<file path="src/common/ppn_pkg.sv">
package ppn_pkg;

   // Bus widths
   localparam int ADDR_W = 28;
   localparam int DATA_W = 8;
   localparam int NUM_GRP = 4;
   localparam int GRP_W = 4;
   localparam int SEL_W = 2;

   // Byte addresses
   localparam logic [ADDR_W-1:0] ADDR_POD_HI = 28'h5ffffc2;
   localparam logic [ADDR_W-1:0] ADDR_POD_LO = 28'h5ffffc3;
   localparam logic [ADDR_W-1:0] ADDR_TRIG_SEL = 28'h5fffff1;
   localparam logic [ADDR_W-1:0] ADDR_EN_HI = 28'h5fffff2;
   localparam logic [ADDR_W-1:0] ADDR_EN_LO = 28'h5fffff3;
   localparam logic [ADDR_W-1:0] ADDR_ND_HI_MAIN = 28'h5fffff4;
   localparam logic [ADDR_W-1:0] ADDR_ND_LO_MAIN = 28'h5fffff5;
   localparam logic [ADDR_W-1:0] ADDR_ND_HI_ALT = 28'h5fffff6;
   localparam logic [ADDR_W-1:0] ADDR_ND_LO_ALT = 28'h5fffff7;

   // Field positions within a next-data byte
   localparam int NIB_UP_LSB = 4;
   localparam int NIB_LO_LSB = 0;

   // Values after reset and fixed read values
   localparam logic [15:0] RST_POD = 16'h0000;
   localparam logic [7:0] RST_ND = 8'h00;
   localparam logic [15:0] RST_EN = 16'h0000;
   localparam logic [7:0] RST_TRIG = 8'hff;
   localparam logic [7:0] RSVD_BYTE = 8'hff;
   localparam logic [3:0] RSVD_NIB = 4'hf;
   localparam logic [7:0] RDATA_IDLE = 8'h00;

   // One register-port request
   typedef struct packed {
      logic rd;
      logic wr;
      logic [ADDR_W-1:0] addr;
      logic [DATA_W-1:0] wdata;
   } ppn_bus_t;

   // A pair of next-data byte lanes, upper pair first
   typedef struct packed {
      logic [7:0] hi;
      logic [7:0] lo;
   } ppn_pair16_t;

endpackage

</file>
<file path="src/logic/ppn_trig_sel.sv">
`timescale 1ns/1ps
module ppn_trig_sel
   import ppn_pkg::*;
(
   // Trigger selection
   input wire logic [NUM_GRP*SEL_W-1:0] sel,
   // Compare-match pulses from the timer
   input wire logic [NUM_GRP-1:0] match,
   // Per-group transfer strobe
   output logic [NUM_GRP-1:0] fire
);

   genvar g;
   generate
      for (g = 0; g < NUM_GRP; g++) begin : g_grp
         // Code 00..11 picks timer channel 0..3
         assign fire[g] = match[sel[g*SEL_W +: SEL_W]];
      end
   endgenerate

endmodule

</file>
<file path="src/logic/ppn_pair_regs.sv">
`timescale 1ns/1ps
module ppn_pair_regs
   import ppn_pkg::*;
(
   // Clock and reset
   input wire logic clk,
   input wire logic resetn,
   // Write requests
   input wire logic wr_main,
   input wire logic wr_alt,
   input wire logic [7:0] wdata,
   // Both groups of the pair use one trigger
   input wire logic same_trig,
   // Stored next data and read views
   output logic [7:0] next_data,
   output logic [7:0] rd_main,
   output logic [7:0] rd_alt
);

   logic [7:0] data_r;

   // Standby needs no term: writes are already gated off upstream
   always_ff @(posedge clk or negedge resetn) begin
      if (!resetn) begin
         data_r <= RST_ND;
      end else if (same_trig) begin
         // Whole byte at the main address, alternate ignored
         if (wr_main) begin
            data_r <= wdata;
         end
      end else begin
         // Upper nibble at main, lower nibble at alternate
         if (wr_main) begin
            data_r[NIB_UP_LSB +: GRP_W] <= wdata[NIB_UP_LSB +: GRP_W];
         end
         if (wr_alt) begin
            data_r[NIB_LO_LSB +: GRP_W] <= wdata[NIB_LO_LSB +: GRP_W];
         end
      end
   end

   assign next_data = data_r;

   // Read layout follows the trigger pairing
   always_comb begin
      if (same_trig) begin
         rd_main = data_r;
         rd_alt = RSVD_BYTE;
      end else begin
         rd_main = {data_r[NIB_UP_LSB +: GRP_W], RSVD_NIB};
         rd_alt = {RSVD_NIB, data_r[NIB_LO_LSB +: GRP_W]};
      end
   end

endmodule

</file>
<file path="src/logic/ppn_pattern_regs.sv">
// Operation
// - A 16-bit output data register holds all four group outputs.
// - Output bits enabled for pattern output ignore software writes, stay readable.
// - Low-pair next data copies into output bits 7-0 on its selected match.
// - Low-pair next data resets to zero and is held in standby.
// - Next-data address layout depends on whether a pair shares one trigger.
// - Shared low trigger: whole byte at main address, group 1 high nibble.
// - Shared low trigger: alternate low address reads ones, ignores writes.
// - Split low trigger: group 1 upper at main, group 0 lower at alternate.
// - High-pair next data copies into output bits 15-8 on its match.
// - High-pair next data resets to zero and is held in standby.
// - Shared high trigger: whole byte at main address, group 3 high nibble.
// - Shared high trigger: alternate high address reads ones, ignores writes.
// - Split high trigger: group 3 upper at main, group 2 lower at alternate.
// - Two-bit select picks timer channel 0 to 3; channel 3 after reset.
// - Bits without next-data enable get no transfer on a match.
`timescale 1ns/1ps
module ppn_pattern_regs
   import ppn_pkg::*;
(
   // Clock and reset
   input wire logic CLK,
   input wire logic RESETN,
   // Register port
   input wire logic BUS_RD,
   input wire logic BUS_WR,
   input wire logic [ADDR_W-1:0] BUS_ADDR,
   input wire logic [DATA_W-1:0] BUS_WDATA,
   output logic [DATA_W-1:0] BUS_RDATA,
   // Timer compare-match pulses, channel 3 down to 0
   input wire logic [NUM_GRP-1:0] CMP_MATCH,
   // Standby freezes all contents
   input wire logic STANDBY,
   // Pattern output
   output logic [15:0] PATTERN_OUT
);

   ppn_bus_t bus;
   logic active;
   logic wr_pod_hi;
   logic wr_pod_lo;
   logic wr_trig;
   logic wr_en_hi;
   logic wr_en_lo;
   logic wr_nd_hi_main;
   logic wr_nd_hi_alt;
   logic wr_nd_lo_main;
   logic wr_nd_lo_alt;
   logic [15:0] port_output_data_r;
   logic [15:0] port_output_data_nxt;
   ppn_pair16_t next_enable_r;
   logic [7:0] trigger_select_r;
   logic same_trig_lo;
   logic same_trig_hi;
   logic [NUM_GRP-1:0] match_act;
   logic [NUM_GRP-1:0] fire;
   ppn_pair16_t next_data;
   logic [7:0] rd_lo_main;
   logic [7:0] rd_lo_alt;
   logic [7:0] rd_hi_main;
   logic [7:0] rd_hi_alt;
   logic [15:0] grp_mask;
   logic [15:0] xfer_mask;
   logic [15:0] wr_mask;
   logic [15:0] wd16;
   logic [DATA_W-1:0] rdata_r;
   logic [DATA_W-1:0] rdata_nxt;

   assign bus = '{rd: BUS_RD, wr: BUS_WR, addr: BUS_ADDR, wdata: BUS_WDATA};
   assign active = !STANDBY;

   // Write decode, nothing accepted in standby
   assign wr_pod_hi = bus.wr && active && (bus.addr == ADDR_POD_HI);
   assign wr_pod_lo = bus.wr && active && (bus.addr == ADDR_POD_LO);
   assign wr_trig = bus.wr && active && (bus.addr == ADDR_TRIG_SEL);
   assign wr_en_hi = bus.wr && active && (bus.addr == ADDR_EN_HI);
   assign wr_en_lo = bus.wr && active && (bus.addr == ADDR_EN_LO);
   assign wr_nd_hi_main = bus.wr && active && (bus.addr == ADDR_ND_HI_MAIN);
   assign wr_nd_hi_alt = bus.wr && active && (bus.addr == ADDR_ND_HI_ALT);
   assign wr_nd_lo_main = bus.wr && active && (bus.addr == ADDR_ND_LO_MAIN);
   assign wr_nd_lo_alt = bus.wr && active && (bus.addr == ADDR_ND_LO_ALT);

   // Trigger select, channel 3 for every group after reset
   always_ff @(posedge CLK or negedge RESETN) begin
      if (!RESETN) begin
         trigger_select_r <= RST_TRIG;
      end else if (wr_trig) begin
         trigger_select_r <= bus.wdata;
      end
   end

   // Per-bit next-data enables
   always_ff @(posedge CLK or negedge RESETN) begin
      if (!RESETN) begin
         next_enable_r <= RST_EN;
      end else begin
         if (wr_en_hi) begin
            next_enable_r.hi <= bus.wdata;
         end
         if (wr_en_lo) begin
            next_enable_r.lo <= bus.wdata;
         end
      end
   end

   // Pair sharing decides the next-data layout
   assign same_trig_lo = trigger_select_r[3:2] == trigger_select_r[1:0];
   assign same_trig_hi = trigger_select_r[7:6] == trigger_select_r[5:4];

   assign match_act = CMP_MATCH & {NUM_GRP{active}};

   ppn_trig_sel u_trig_sel (
      .sel(trigger_select_r),
      .match(match_act),
      .fire(fire)
   );

   // Groups 1 and 0
   ppn_pair_regs u_low_pair (
      .clk(CLK),
      .resetn(RESETN),
      .wr_main(wr_nd_lo_main),
      .wr_alt(wr_nd_lo_alt),
      .wdata(bus.wdata),
      .same_trig(same_trig_lo),
      .next_data(next_data.lo),
      .rd_main(rd_lo_main),
      .rd_alt(rd_lo_alt)
   );

   // Groups 3 and 2
   ppn_pair_regs u_high_pair (
      .clk(CLK),
      .resetn(RESETN),
      .wr_main(wr_nd_hi_main),
      .wr_alt(wr_nd_hi_alt),
      .wdata(bus.wdata),
      .same_trig(same_trig_hi),
      .next_data(next_data.hi),
      .rd_main(rd_hi_main),
      .rd_alt(rd_hi_alt)
   );

   // Nibble mask of each firing group
   genvar g;
   generate
      for (g = 0; g < NUM_GRP; g++) begin : g_mask
         assign grp_mask[g*GRP_W +: GRP_W] = {GRP_W{fire[g]}};
      end
   endgenerate

   // Transfer only into enabled bits of firing groups
   assign xfer_mask = grp_mask & next_enable_r;
   // Software reaches only bits not enabled for pattern output
   assign wr_mask = {{8{wr_pod_hi}}, {8{wr_pod_lo}}} & ~next_enable_r;
   assign wd16 = {bus.wdata, bus.wdata};

   always_comb begin
      port_output_data_nxt = (port_output_data_r & ~(xfer_mask | wr_mask))
         | (next_data & xfer_mask) | (wd16 & wr_mask);
   end

   // Output data register
   always_ff @(posedge CLK or negedge RESETN) begin
      if (!RESETN) begin
         port_output_data_r <= RST_POD;
      end else begin
         port_output_data_r <= port_output_data_nxt;
      end
   end

   assign PATTERN_OUT = port_output_data_r;

   // Read mux, unmapped addresses read zero
   always_comb begin
      rdata_nxt = RDATA_IDLE;
      if (bus.rd && active) begin
         case (bus.addr)
            ADDR_POD_HI: rdata_nxt = port_output_data_r[15:8];
            ADDR_POD_LO: rdata_nxt = port_output_data_r[7:0];
            ADDR_TRIG_SEL: rdata_nxt = trigger_select_r;
            ADDR_EN_HI: rdata_nxt = next_enable_r.hi;
            ADDR_EN_LO: rdata_nxt = next_enable_r.lo;
            ADDR_ND_HI_MAIN: rdata_nxt = rd_hi_main;
            ADDR_ND_LO_MAIN: rdata_nxt = rd_lo_main;
            ADDR_ND_HI_ALT: rdata_nxt = rd_hi_alt;
            ADDR_ND_LO_ALT: rdata_nxt = rd_lo_alt;
            default: rdata_nxt = RDATA_IDLE;
         endcase
      end
   end

   // Read data stands one cycle after the strobe only
   always_ff @(posedge CLK or negedge RESETN) begin
      if (!RESETN) begin
         rdata_r <= RDATA_IDLE;
      end else begin
         rdata_r <= rdata_nxt;
      end
   end

   assign BUS_RDATA = rdata_r;
endmodule

</file>
<file path="config.mk">
export PLATFORM = sky130hd
export DESIGN_NAME = ppn_pattern_regs
export DESIGN_NICKNAME = d
export VERILOG_FILES = /design/src/common/ppn_pkg.sv /design/src/logic/ppn_trig_sel.sv /design/src/logic/ppn_pair_regs.sv /design/src/logic/ppn_pattern_regs.sv
export SDC_FILE = /design/constraint.sdc
export NUM_CORES = 1
export LEC_CHECK = 0
export BUFFER_PORTS_ARGS = -buffer_cell sky130_fd_sc_hd__buf_2
export CORE_MARGIN = 10
export CORE_UTILIZATION = 57
export DETAILED_ROUTE_END_ITERATION = 16
export HOLD_SLACK_MARGIN = 0.15
export PLACE_DENSITY = 0.79
export SLEW_MARGIN = 25
export SYNTH_ARGS = -nofsm -noshare
export SYNTH_HDL_FRONTEND = slang
export SYNTH_HIERARCHICAL = 1
export SYNTH_SLANG_ARGS = --single-unit
</file>
<file path="constraint.sdc">
create_clock -name CLK -period 2.6 [get_ports CLK]
set_clock_uncertainty 0.15 [all_clocks]
set_input_delay 0.13 -clock CLK [delete_from_list [all_inputs] [get_ports CLK]]
set_output_delay 0.13 -clock CLK [all_outputs]
set_load 0.02 [all_outputs]
</file>
# ---- Word level (Yosys, flattened, before mapping)
# Cells that the tools add are included.
dict set report totals {
  register_bits 64
  in_bits 45
  output_inout_bits 24
  wordCells 75
}
dict set report op_classes {
  n_lt_le_gt_ge 4
  n_eq_ne 13
  n_mux 22
  bitwise 11
  n_reduce_logical 16
}
# cell n
set op_table {}
lappend op_table {{28-bit by 27-bit equality test with 1-bit output, second input constant} 9}
lappend op_table {{16-bit AND} 5}
lappend op_table {{8-bit one-hot mux with 9 select lines} 1}
lappend op_table {{16-bit bitwise OR} 3}
lappend op_table {{8-bit 2-to-1 mux} 5}
lappend op_table {{4-bit 2-to-1 mux} 8}
lappend op_table {{16-bit NOT} 2}
lappend op_table {{2-bit by 3-bit < comparator with 1-bit output, second input constant} 4}
lappend op_table {{1-bit logical AND} 11}
lappend op_table {{1-bit binary-select mux with 2-bit select} 4}
lappend op_table {{4-bit AND} 1}
lappend op_table {{2-bit equality test} 2}
lappend op_table {{1-bit 2-to-1 mux} 4}
lappend op_table {{2-bit by 1-bit != test with 1-bit output, second input constant} 2}
lappend op_table {{2-bit AND reduction} 2}
lappend op_table {{2-bit nonzero test} 2}
lappend op_table {{1-bit logical NOT} 1}

# ---- Logic depth before layout (Yosys ltp)
# Gate-level depths: netlist of run 1.
dict set report logic_depth {
  word_depth 10
  mapped_depth 7
}

# ---- Modules after synthesis
# The synthesis of run 1 kept the hierarchy.
# module instances cells_per_inst area_each_um2 seq_area_each_um2
set modules_own_cells {}
lappend modules_own_cells {ppn_pattern_regs 1 317 3315.7 1211.2}
lappend modules_own_cells {ppn_pair_regs 2 34 422.9 200.2}
lappend modules_own_cells {ppn_trig_sel 1 4 90.1 0.0}

# ---- Least setup slack after synthesis of run 1
# Ideal clock, no wire load.
dict set report synth_timing {
  path_type {input-to-reg}
  from {in BUS_ADDR[15]}
  to {reg u_low_pair.data_r[0], in the netlist u_low_pair/next_data[0]}
  setup_time_ps 128
  t_arrival_ps 2150
  path_slack_ps 173
  stages 6
  path_buffers 0
  cell_sequence {nand2_1 nor4_1 nand4_1 nor3b_1 mux2i_2 mux2_1}
}
dict set report synth_between {
  elab_chain_cells 4
  word_cells_on_any_way 7
  classes_between {eq/ne: 3; reduce/logical: 4}
}
# item line_no
set synth_lines {}
lappend synth_lines {{start, declared} ppn_pattern_regs.sv:27} ;# input wire logic [ADDR_W-1:0] BUS_ADDR,
lappend synth_lines {{28-bit by 27-bit equality test with 1-bit output} ppn_pattern_regs.sv:80} ;# assign wr_nd_lo_main = bus.wr && active && (bus.addr == ADDR_ND_LO_MAIN);
lappend synth_lines {{1-bit logical AND} ppn_pattern_regs.sv:80}
lappend synth_lines {{named net wr_nd_lo_main} ppn_pattern_regs.sv:47} ;# logic wr_nd_lo_main;
lappend synth_lines {{2-bit by 1-bit != test with 1-bit output (no source line)} n/a}
lappend synth_lines {{2-bit AND reduction (no source line)} n/a}
lappend synth_lines {{end signal, assigned} ppn_pair_regs.sv:29} ;# data_r <= wdata;
lappend synth_lines {{end signal, assigned by index} ppn_pair_regs.sv:34} ;# data_r[NIB_UP_LSB +: GRP_W] <= wdata[NIB_UP_LSB +: GRP_W];
lappend synth_lines {{end signal, assigned by index} ppn_pair_regs.sv:37} ;# data_r[NIB_LO_LSB +: GRP_W] <= wdata[NIB_LO_LSB +: GRP_W];
lappend synth_lines {{end, declared} ppn_pair_regs.sv:20} ;# logic [7:0] data_r;
# The timed path passes the listed nets, and every way through them passes these cells.
# A chain may end at the register's enable or synchronous reset.

# ---- Worst setup path after layout of run 1
dict set report layout_timing {
  from {in BUS_ADDR[4]}
  to {reg rdata_r[6], in the netlist BUS_RDATA[6]}
}
dict set report layout_between {
  elab_chain_cells 3
  word_cells_on_any_way 11
  classes_between {eq/ne: 9; mux: 2}
}
# item line_no
set layout_lines {}
lappend layout_lines {{28-bit by 27-bit equality test with 1-bit output} ppn_pattern_regs.sv:178} ;# case (bus.addr)
lappend layout_lines {{8-bit one-hot mux with 9 select lines *} ppn_pattern_regs.sv:178}
lappend layout_lines {{8-bit 2-to-1 mux *} ppn_pattern_regs.sv:177} ;# if (bus.rd && active) begin
lappend layout_lines {{named net rdata_nxt[6]} ppn_pattern_regs.sv:67} ;# logic [DATA_W-1:0] rdata_nxt;
lappend layout_lines {{end signal, assigned} ppn_pattern_regs.sv:198} ;# rdata_r <= rdata_nxt;
lappend layout_lines {{end, declared} ppn_pattern_regs.sv:66} ;# logic [DATA_W-1:0] rdata_r;
# The timed path passes the listed nets; every way through them passes the cells marked *.

==> results.sh, run 1 <==
export IMPL_status="completed"
export IMPL_ys_seq_area_share_pct=37.9
export IMPL_worst_path_buf_inv=2
export IMPL_cts_root_buf="clkbuf_8"
export IMPL_avgRoutedWirePerCell_um=21.5
export IMPL_ff2ff_path_depth=8
export IMPL_drtPass1Iterations=5
export IMPL_synth_seq_cells=64
export IMPL_gp_congestion=0.973
export IMPL_cts_sinks=64
export IMPL_wl_mm=12.3
export IMPL_grt_max_degree=40
export IMPL_clk_pin_slew_ns=0.08
export IMPL_swShare_pct=24.3
export IMPL_drive_above_1_share_pct=38.0
export IMPL_antennaDiodeCount=0
export IMPL_cp_start_kind="input pin"
export IMPL_h_tree_depth=3
export IMPL_worstSetupPathType="input pin to flip-flop"
export IMPL_max_stage_delay_ns=0.60
export IMPL_synthDistinctLibCells=59
export IMPL_wl_met3_mm=1.10
export IMPL_top_layer_used="met4"
export IMPL_hpwlAfterDp_mm=8.94
export IMPL_grt_pass1_wl_mm=19.5
export IMPL_numPortBuffers=68
export IMPL_cp_depth=6
export IMPL_areaGrowthSynthToFinish_pct=16.4
export IMPL_viasPerCell=6.25
export IMPL_syn_area_um2=4250
export IMPL_yosysTopAreaCell="dfrtp_1"
export IMPL_hp_class="input pin to async pin"
export IMPL_overflow=0
export IMPL_cts_made_buffers=9
export IMPL_grt_pass1_vias=3574
export IMPL_clk_latency_ns=0.35
export IMPL_cp_top_family="simple AND/OR/NAND/NOR gates"
export IMPL_cp_end_kind="flip-flop"
export IMPL_initial_core_util_pct=58.6
export IMPL_seqPwrFrac_pct=51.2
export IMPL_dr_wl_met2_mm=5.83
export IMPL_ant_nets=0
export IMPL_p_sw_mw=0.473
export IMPL_synth_top_area_share_pct=33.0
export IMPL_rsz0062_at_grt="no"
export IMPL_die_width_um=106
export IMPL_p_clk_share_pct=38.9
export IMPL_critPathMaxFanout=8
export IMPL_slew_violations=0
export IMPL_cts_resized=0
export IMPL_ys_warn_count=6
export IMPL_io_pins=69
export IMPL_p_leak_nw=2.35
export IMPL_netlist_top_cells_area="dfrtp_1 (33%), mux2_2 (12%), dfstp_2 (4.9%), mux2i_1 (4.9%), buf_4 (3.2%)"
export IMPL_wl_met1_mm=5.19
export IMPL_crit_slowest_cell="nor4_4"
export IMPL_vias=3565
export IMPL_setup_viol=0
export IMPL_track_usage_pct=21.5
export IMPL_layout_nets=511
export IMPL_num_rows=31
export IMPL_max_cap_violations=0
export IMPL_antenna_found_initial=0
export IMPL_pwr_share_comb_pct=9.9
export IMPL_async_reset_ff_share_pct=100
export IMPL_post_route_drc_count=0
export IMPL_synth_edf_count=0
export IMPL_synth_ff_type="dfrtp_1"
export IMPL_die_y_um=106
export IMPL_die_area_um2=11300
export IMPL_power_density_nw_per_um2=393
export IMPL_required_ns=2.67
export IMPL_fmax_mhz=405
export IMPL_ir_worst_vdd_v=0.000240
export IMPL_netlist_instances=389
export IMPL_crit_chain="dlygate4sd3_1 -> buf_2 -> or4b_4 -> nor4_4 -> nand4b_1 -> a41oi_1"
export IMPL_p_int_mw=1.47
export IMPL_setup_tns_final_ns=0
export IMPL_core_um2=7250
export IMPL_finalCriticalPeriod_ns=2.47
export IMPL_avgSynthCellArea_um2=10.9
export IMPL_slew_headroom_pct=56.9
export IMPL_finalCritPeriodShare_pct=94.9
export IMPL_hold_ws_ns=0.185
export IMPL_cts_tree="built"
export IMPL_cp_data_arrival_time_ns=2.54
export IMPL_final_core_util_pct=68.2
export IMPL_cts_max_path_buffers=2
export IMPL_worst_slew_pin_slew_ns=0.647
export IMPL_drt_iter0_drc=235
export IMPL_final_hold_viol_count=0
[placed cells by master, fill, tap and decap left out, drive strengths merged, types with 2 or more instances in the layout]
| cell | netlist | layout |
|---|---|---|
| buf | 30 | 86 |
| dfrtp | 56 | 56 |
| mux2 | 55 | 55 |
| mux2i | 23 | 23 |
| nand2 | 22 | 22 |
| nor2b | 15 | 15 |
| clkbuf | 8 | 15 |
| a21oi | 13 | 13 |
| o311ai | 13 | 13 |
| dlygate4sd3 | 0 | 12 |
| nand3b | 10 | 10 |
| or2 | 9 | 9 |
| nand4 | 9 | 9 |
| nand3 | 8 | 8 |
| a21boi | 8 | 8 |
| and3 | 8 | 8 |
| o31a | 8 | 8 |
| inv | 8 | 8 |
| o31ai | 8 | 8 |
| dfstp | 8 | 8 |
| or2b | 8 | 8 |
| conb | 2 | 8 |
| o2bb2ai | 6 | 6 |
| mux4 | 6 | 6 |
| nor3 | 5 | 5 |
| a22o | 5 | 5 |
| nor4 | 5 | 5 |
| nor2 | 4 | 4 |
| xor2 | 4 | 4 |
| or4b | 4 | 4 |
| nand4b | 3 | 3 |
| nor4b | 3 | 3 |
| nand2b | 2 | 2 |
| or3b | 2 | 2 |
| or4 | 2 | 2 |
[synthesized netlist by cell type (3+ instances only)]
cell type / number
a21boi_1: 8
a21oi_1: 13
a22o_1: 5
and3_1: 8
buf_2: 8
buf_4: 18
clkbuf_1: 6
dfrtp_1: 56
dfstp_2: 8
inv_1: 8
mux2_1: 8
mux2_2: 47
mux2i_1: 21
mux4_2: 5
nand2_1: 22
nand3_1: 8
nand3b_1: 10
nand4_1: 7
nand4b_1: 3
nor2_1: 4
nor2b_1: 15
nor3_1: 5
nor4_1: 3
o2bb2ai_1: 6
o311ai_0: 5
o311ai_1: 8
o31a_1: 8
o31ai_1: 8
or2_2: 9
or2b_1: 8
or4b_1: 3
xor2_1: 4
[registers in the layout, indices dropped and copies added, names as in the netlist]
register,flops
trigger_select_r,8
BUS_RDATA,8
PATTERN_OUT,16
u_low_pair/next_data,8
next_enable_r,16
u_high_pair/next_data,8
[kinds of logic (layout without fill, tap and decap cells)]
| family | count (synthesis) | in the layout | share of synthesized area, % |
|---|---|---|---|
| AND/OR/NAND/NOR | 123 | 123 | 19.4 |
| multiplexers | 84 | 84 | 23.4 |
| AO/OA/AOI/OAI | 66 | 66 | 11.9 |
| flip-flops | 64 | 64 | 37.9 |
| buffers and inverters | 46 | 122 | 6.36 |
| XOR/XNOR | 4 | 4 | 0.824 |
| other | 2 | 8 | 0.177 |
[through the flow]
stage                     worst slack (ns)  cells  cell area [µm²]  power (mW)
after detailed placement             0.239    541             4650        1.19
after global placement               0.269    541             4650        1.19
after floorplan                      0.173    395             4270        1.10
after global routing                0.0429    570             4950        2.02
final                                0.134    570             4950        1.95
after CTS                           0.0812    569             4940        1.96
[what timing repair did]
action / CTS / global route
buffers inserted: 0 / 1
setup endpoints to repair: 0 / 7
endpoints found under the hold margin: 118 / 0
hold buffers: 12 / 0
[power by group through the flow]
| stage | Sequential [mW] | Clock (mW) | Combinational, mW |
|---|---|---|---|
| floorplan | 1.01 | 0 | 0.0897 |
| detailed placement | 1.01 | 0 | 0.176 |
| finish | 0.996 | 0.758 | 0.192 |
| global placement | 1.01 | 0 | 0.173 |
| global route | 0.995 | 0.821 | 0.206 |
| CTS | 0.996 | 0.770 | 0.190 |
[cell type report]
cell class                 count  area, µm²
clock buffer                  15        166
clock inverter                 1       5.00
fill                         572       2300
inverter                       8       30.0
multi-input combinational    285       2400
sequential                    64       1610
tap                           99        124
timing repair buffer          98        608
[path summary, 6_finish.rpt]
check	start	end	slack, ns
worst max-delay path	BUS_ADDR[4]	BUS_RDATA[6]	0.13
worst min-delay path	RESETN	next_enable_r[7]	0.19
worst max register to register	trigger_select_r[7]	BUS_RDATA[2]	0.17
worst min register to register	u_high_pair/next_data[5]	u_high_pair/next_data[5]	0.40
max in group asynchronous	RESETN	trigger_select_r[0]	1.39
min in group CLK	BUS_ADDR[14]	BUS_RDATA[3]	0.22
[routing by layer]
metal,vias to the layer above,global-route usage [%]
li1,1596,-
met1,1784,28.1
met2,172,34.2
met3,13,5.92
met4,0,6.09
met5,-,0
Note: power is estimated with default switching activity, not from simulation.
==> inputs of run 2 (changes only) <==
--- a/config.mk
+++ b/config.mk
@@ -7,10 +7,10 @@
 export LEC_CHECK = 0
 export BUFFER_PORTS_ARGS = -buffer_cell sky130_fd_sc_hd__buf_2
 export CORE_MARGIN = 10
-export CORE_UTILIZATION = 57
+export CORE_UTILIZATION = 42
 export DETAILED_ROUTE_END_ITERATION = 16
 export HOLD_SLACK_MARGIN = 0.15
-export PLACE_DENSITY = 0.79
+export PLACE_DENSITY = 0.61
 export SLEW_MARGIN = 25
 export SYNTH_ARGS = -nofsm -noshare
 export SYNTH_HDL_FRONTEND = slang
==> run 2 against run 1 <==
Net effect: count of clock-buffer cells in the layout is 1 higher; register-to-register slack better by 0.08 ns; cell count is 6.3% higher; sequential cell count stayed put; via count is 3.2% lower; design area is 1.1% higher; routed wire length is 3.3% higher; utilization is 17 points lower; non-clock buffer count is 2 higher; sequential share of layout area is 0.35 points lower; first-iteration DRC count is 26% higher; combinational power hardly changed; critical path type unchanged; critical endpoint is now PATTERN_OUT[7].
==> results.sh, run 2 (same netlist as run 1, synthesis figures left out) <==
export IMPL_status="completed"
export IMPL_viasPerCell=5.70
export IMPL_worstSetupPathType="input pin to flip-flop"
export IMPL_gp_congestion=0.879
export IMPL_cts_max_path_buffers=2
export IMPL_cts_tree="built"
export IMPL_grt_pass1_vias=3540
export IMPL_wl_mm=12.7
export IMPL_hp_class="input pin to flip-flop"
export IMPL_post_route_drc_count=0
export IMPL_power_density_nw_per_um2=401
export IMPL_max_cap_violations=0
export IMPL_seqCellArea_um2=1610
export IMPL_final_core_util_pct=51.0
export IMPL_grt_max_degree=29
export IMPL_drive_above_1_share_pct=38.3
export IMPL_track_usage_pct=17.7
export IMPL_grt_pass1_wl_mm=20.2
export IMPL_drtPass1Iterations=5
export IMPL_dp_slack_ns=0.262
export IMPL_areaGrowthSynthToFinish_pct=17.7
export IMPL_core_um2=9820
export IMPL_io_pins=69
export IMPL_place_area_um2=4700
export IMPL_ir_worst_vdd_v=0.000241
export IMPL_avgRoutedWirePerCell_um=20.9
export IMPL_worst_slew_pin_slew_ns=0.701
export IMPL_setup_ws_ns=0.219
export IMPL_die_y_um=121
export IMPL_fin_area_um2=5000
export IMPL_vias=3452
export IMPL_setup_viol=0
export IMPL_slew_headroom_pct=53.3
export IMPL_clk_pin_slew_ns=0.07
export IMPL_p_leak_nw=2.36
export IMPL_h_tree_depth=3
export IMPL_ant_nets=0
export IMPL_final_hold_viol_count=0
export IMPL_overflow=0
export IMPL_finalCritPeriodShare_pct=91.6
export IMPL_hpwlAfterDp_mm=9.24
export IMPL_drt_iter0_drc=295
export IMPL_die_width_um=121
export IMPL_antennaDiodeCount=0
export IMPL_layout_nets=513
export IMPL_n_fill_cell=934
export IMPL_final_common_cell="buf_2"
export IMPL_setup_tns_final_ns=0
export IMPL_final_cell_mix="buf_2 (68), dfrtp_1 (56), mux2_2 (47)"
export IMPL_cp_end_kind="flip-flop"
export IMPL_cp_data_arrival_time_ns=2.46
export IMPL_num_rows=36
export IMPL_numPortBuffers=68
export IMPL_critPathMaxFanout=8
export IMPL_rsz0062_at_grt="no"
export IMPL_initial_core_util_pct=43.3
export IMPL_fmax_mhz=420
export IMPL_multiInputGateArea_um2=2400
export IMPL_slew_violations=0
export IMPL_clk_latency_ns=0.36
export IMPL_antenna_found_initial=0
export IMPL_cp_start_kind="input pin"
export IMPL_die_area_um2=14500
export IMPL_cts_root_buf="clkbuf_8"
export IMPL_finalCriticalPeriod_ns=2.38
export IMPL_cts_sinks=64
export IMPL_required_ns=2.68
export IMPL_cts_made_buffers=9
-- run 2: cell type report --
cell class,instances,share of cell area [%]
Timing Repair Buffer,100,12.2
Clock buffer,16,3.60
Sequential cell,64,32.2
Multi-Input combinational cell,285,48.1
Tap cell,133,3.33
Inverter,8,0.600
-- run 2: path summary, 6_finish.rpt --
path / startpoint / to / slack, ns / cells after the start
min in group asynchronous: RESETN / next_enable_r[14] / 0.21 / 2
worst max-delay path: BUS_ADDR[4] / PATTERN_OUT[7] / 0.22 / 6
max in group asynchronous: RESETN / PATTERN_OUT[13] / 1.35 / 3
worst min register to register: u_low_pair/next_data[4] / u_low_pair/next_data[4] / 0.39 / 1
worst max register to register: trigger_select_r[2] / BUS_RDATA[0] / 0.25 / 7
worst min-delay path: BUS_ADDR[5] / BUS_RDATA[6] / 0.16 / 5
-- run 2: what timing repair did --
action | in CTS | in global routing
setup endpoints to repair | 0 | 3
resized for setup | 0 | 0
endpoints found under the hold margin | 83 | 0
setup buffers | 0 | 1
hold buffers | 12 | 0
-- run 2: worst max-delay path: stages --
cell and delay [ns]:
dlygate4sd3_1 0.53, buf_2 0.16, or4b_4 0.59, or3b_1 0.60, o31ai_1 0.31, o311ai_1 0.14
-- run 2: layer usage --
| metal | share of wire [%] | GRT usage [%] | vias to the layer above |
|---|---|---|---|
| met1 | 46 | 23.5 | 1718 |
| met5 | 0 | 0 | - |
| met3 | 7.1 | 5.17 | 12 |
| li1 | - | - | 1606 |
| met2 | 46 | 27.6 | 116 |
| met4 | 1.2 | 4.83 | 0 |
-- run 2: per-stage QoR --
step	std cells	hold WS [ns]	total power, mW
after CTS	605	0.153	2.02
after global routing	606	0.191	2.08
final	606	0.163	2.00
after global placement	577	0.0679	1.19
after floorplan	395	-0.316	1.10
after detailed placement	577	0.0682	1.19
-- run 2: power by group --
part | switching [mW] | internal, mW | leakage, nW | total, mW
combinational | 0.114 | 0.0777 | 1.41 | 0.191
clock | 0.390 | 0.427 | 0.0910 | 0.817
sequential | 0.000000401 | 0.996 | 0.865 | 0.996
total | 0.504 | 1.50 | 2.36 | 2.00
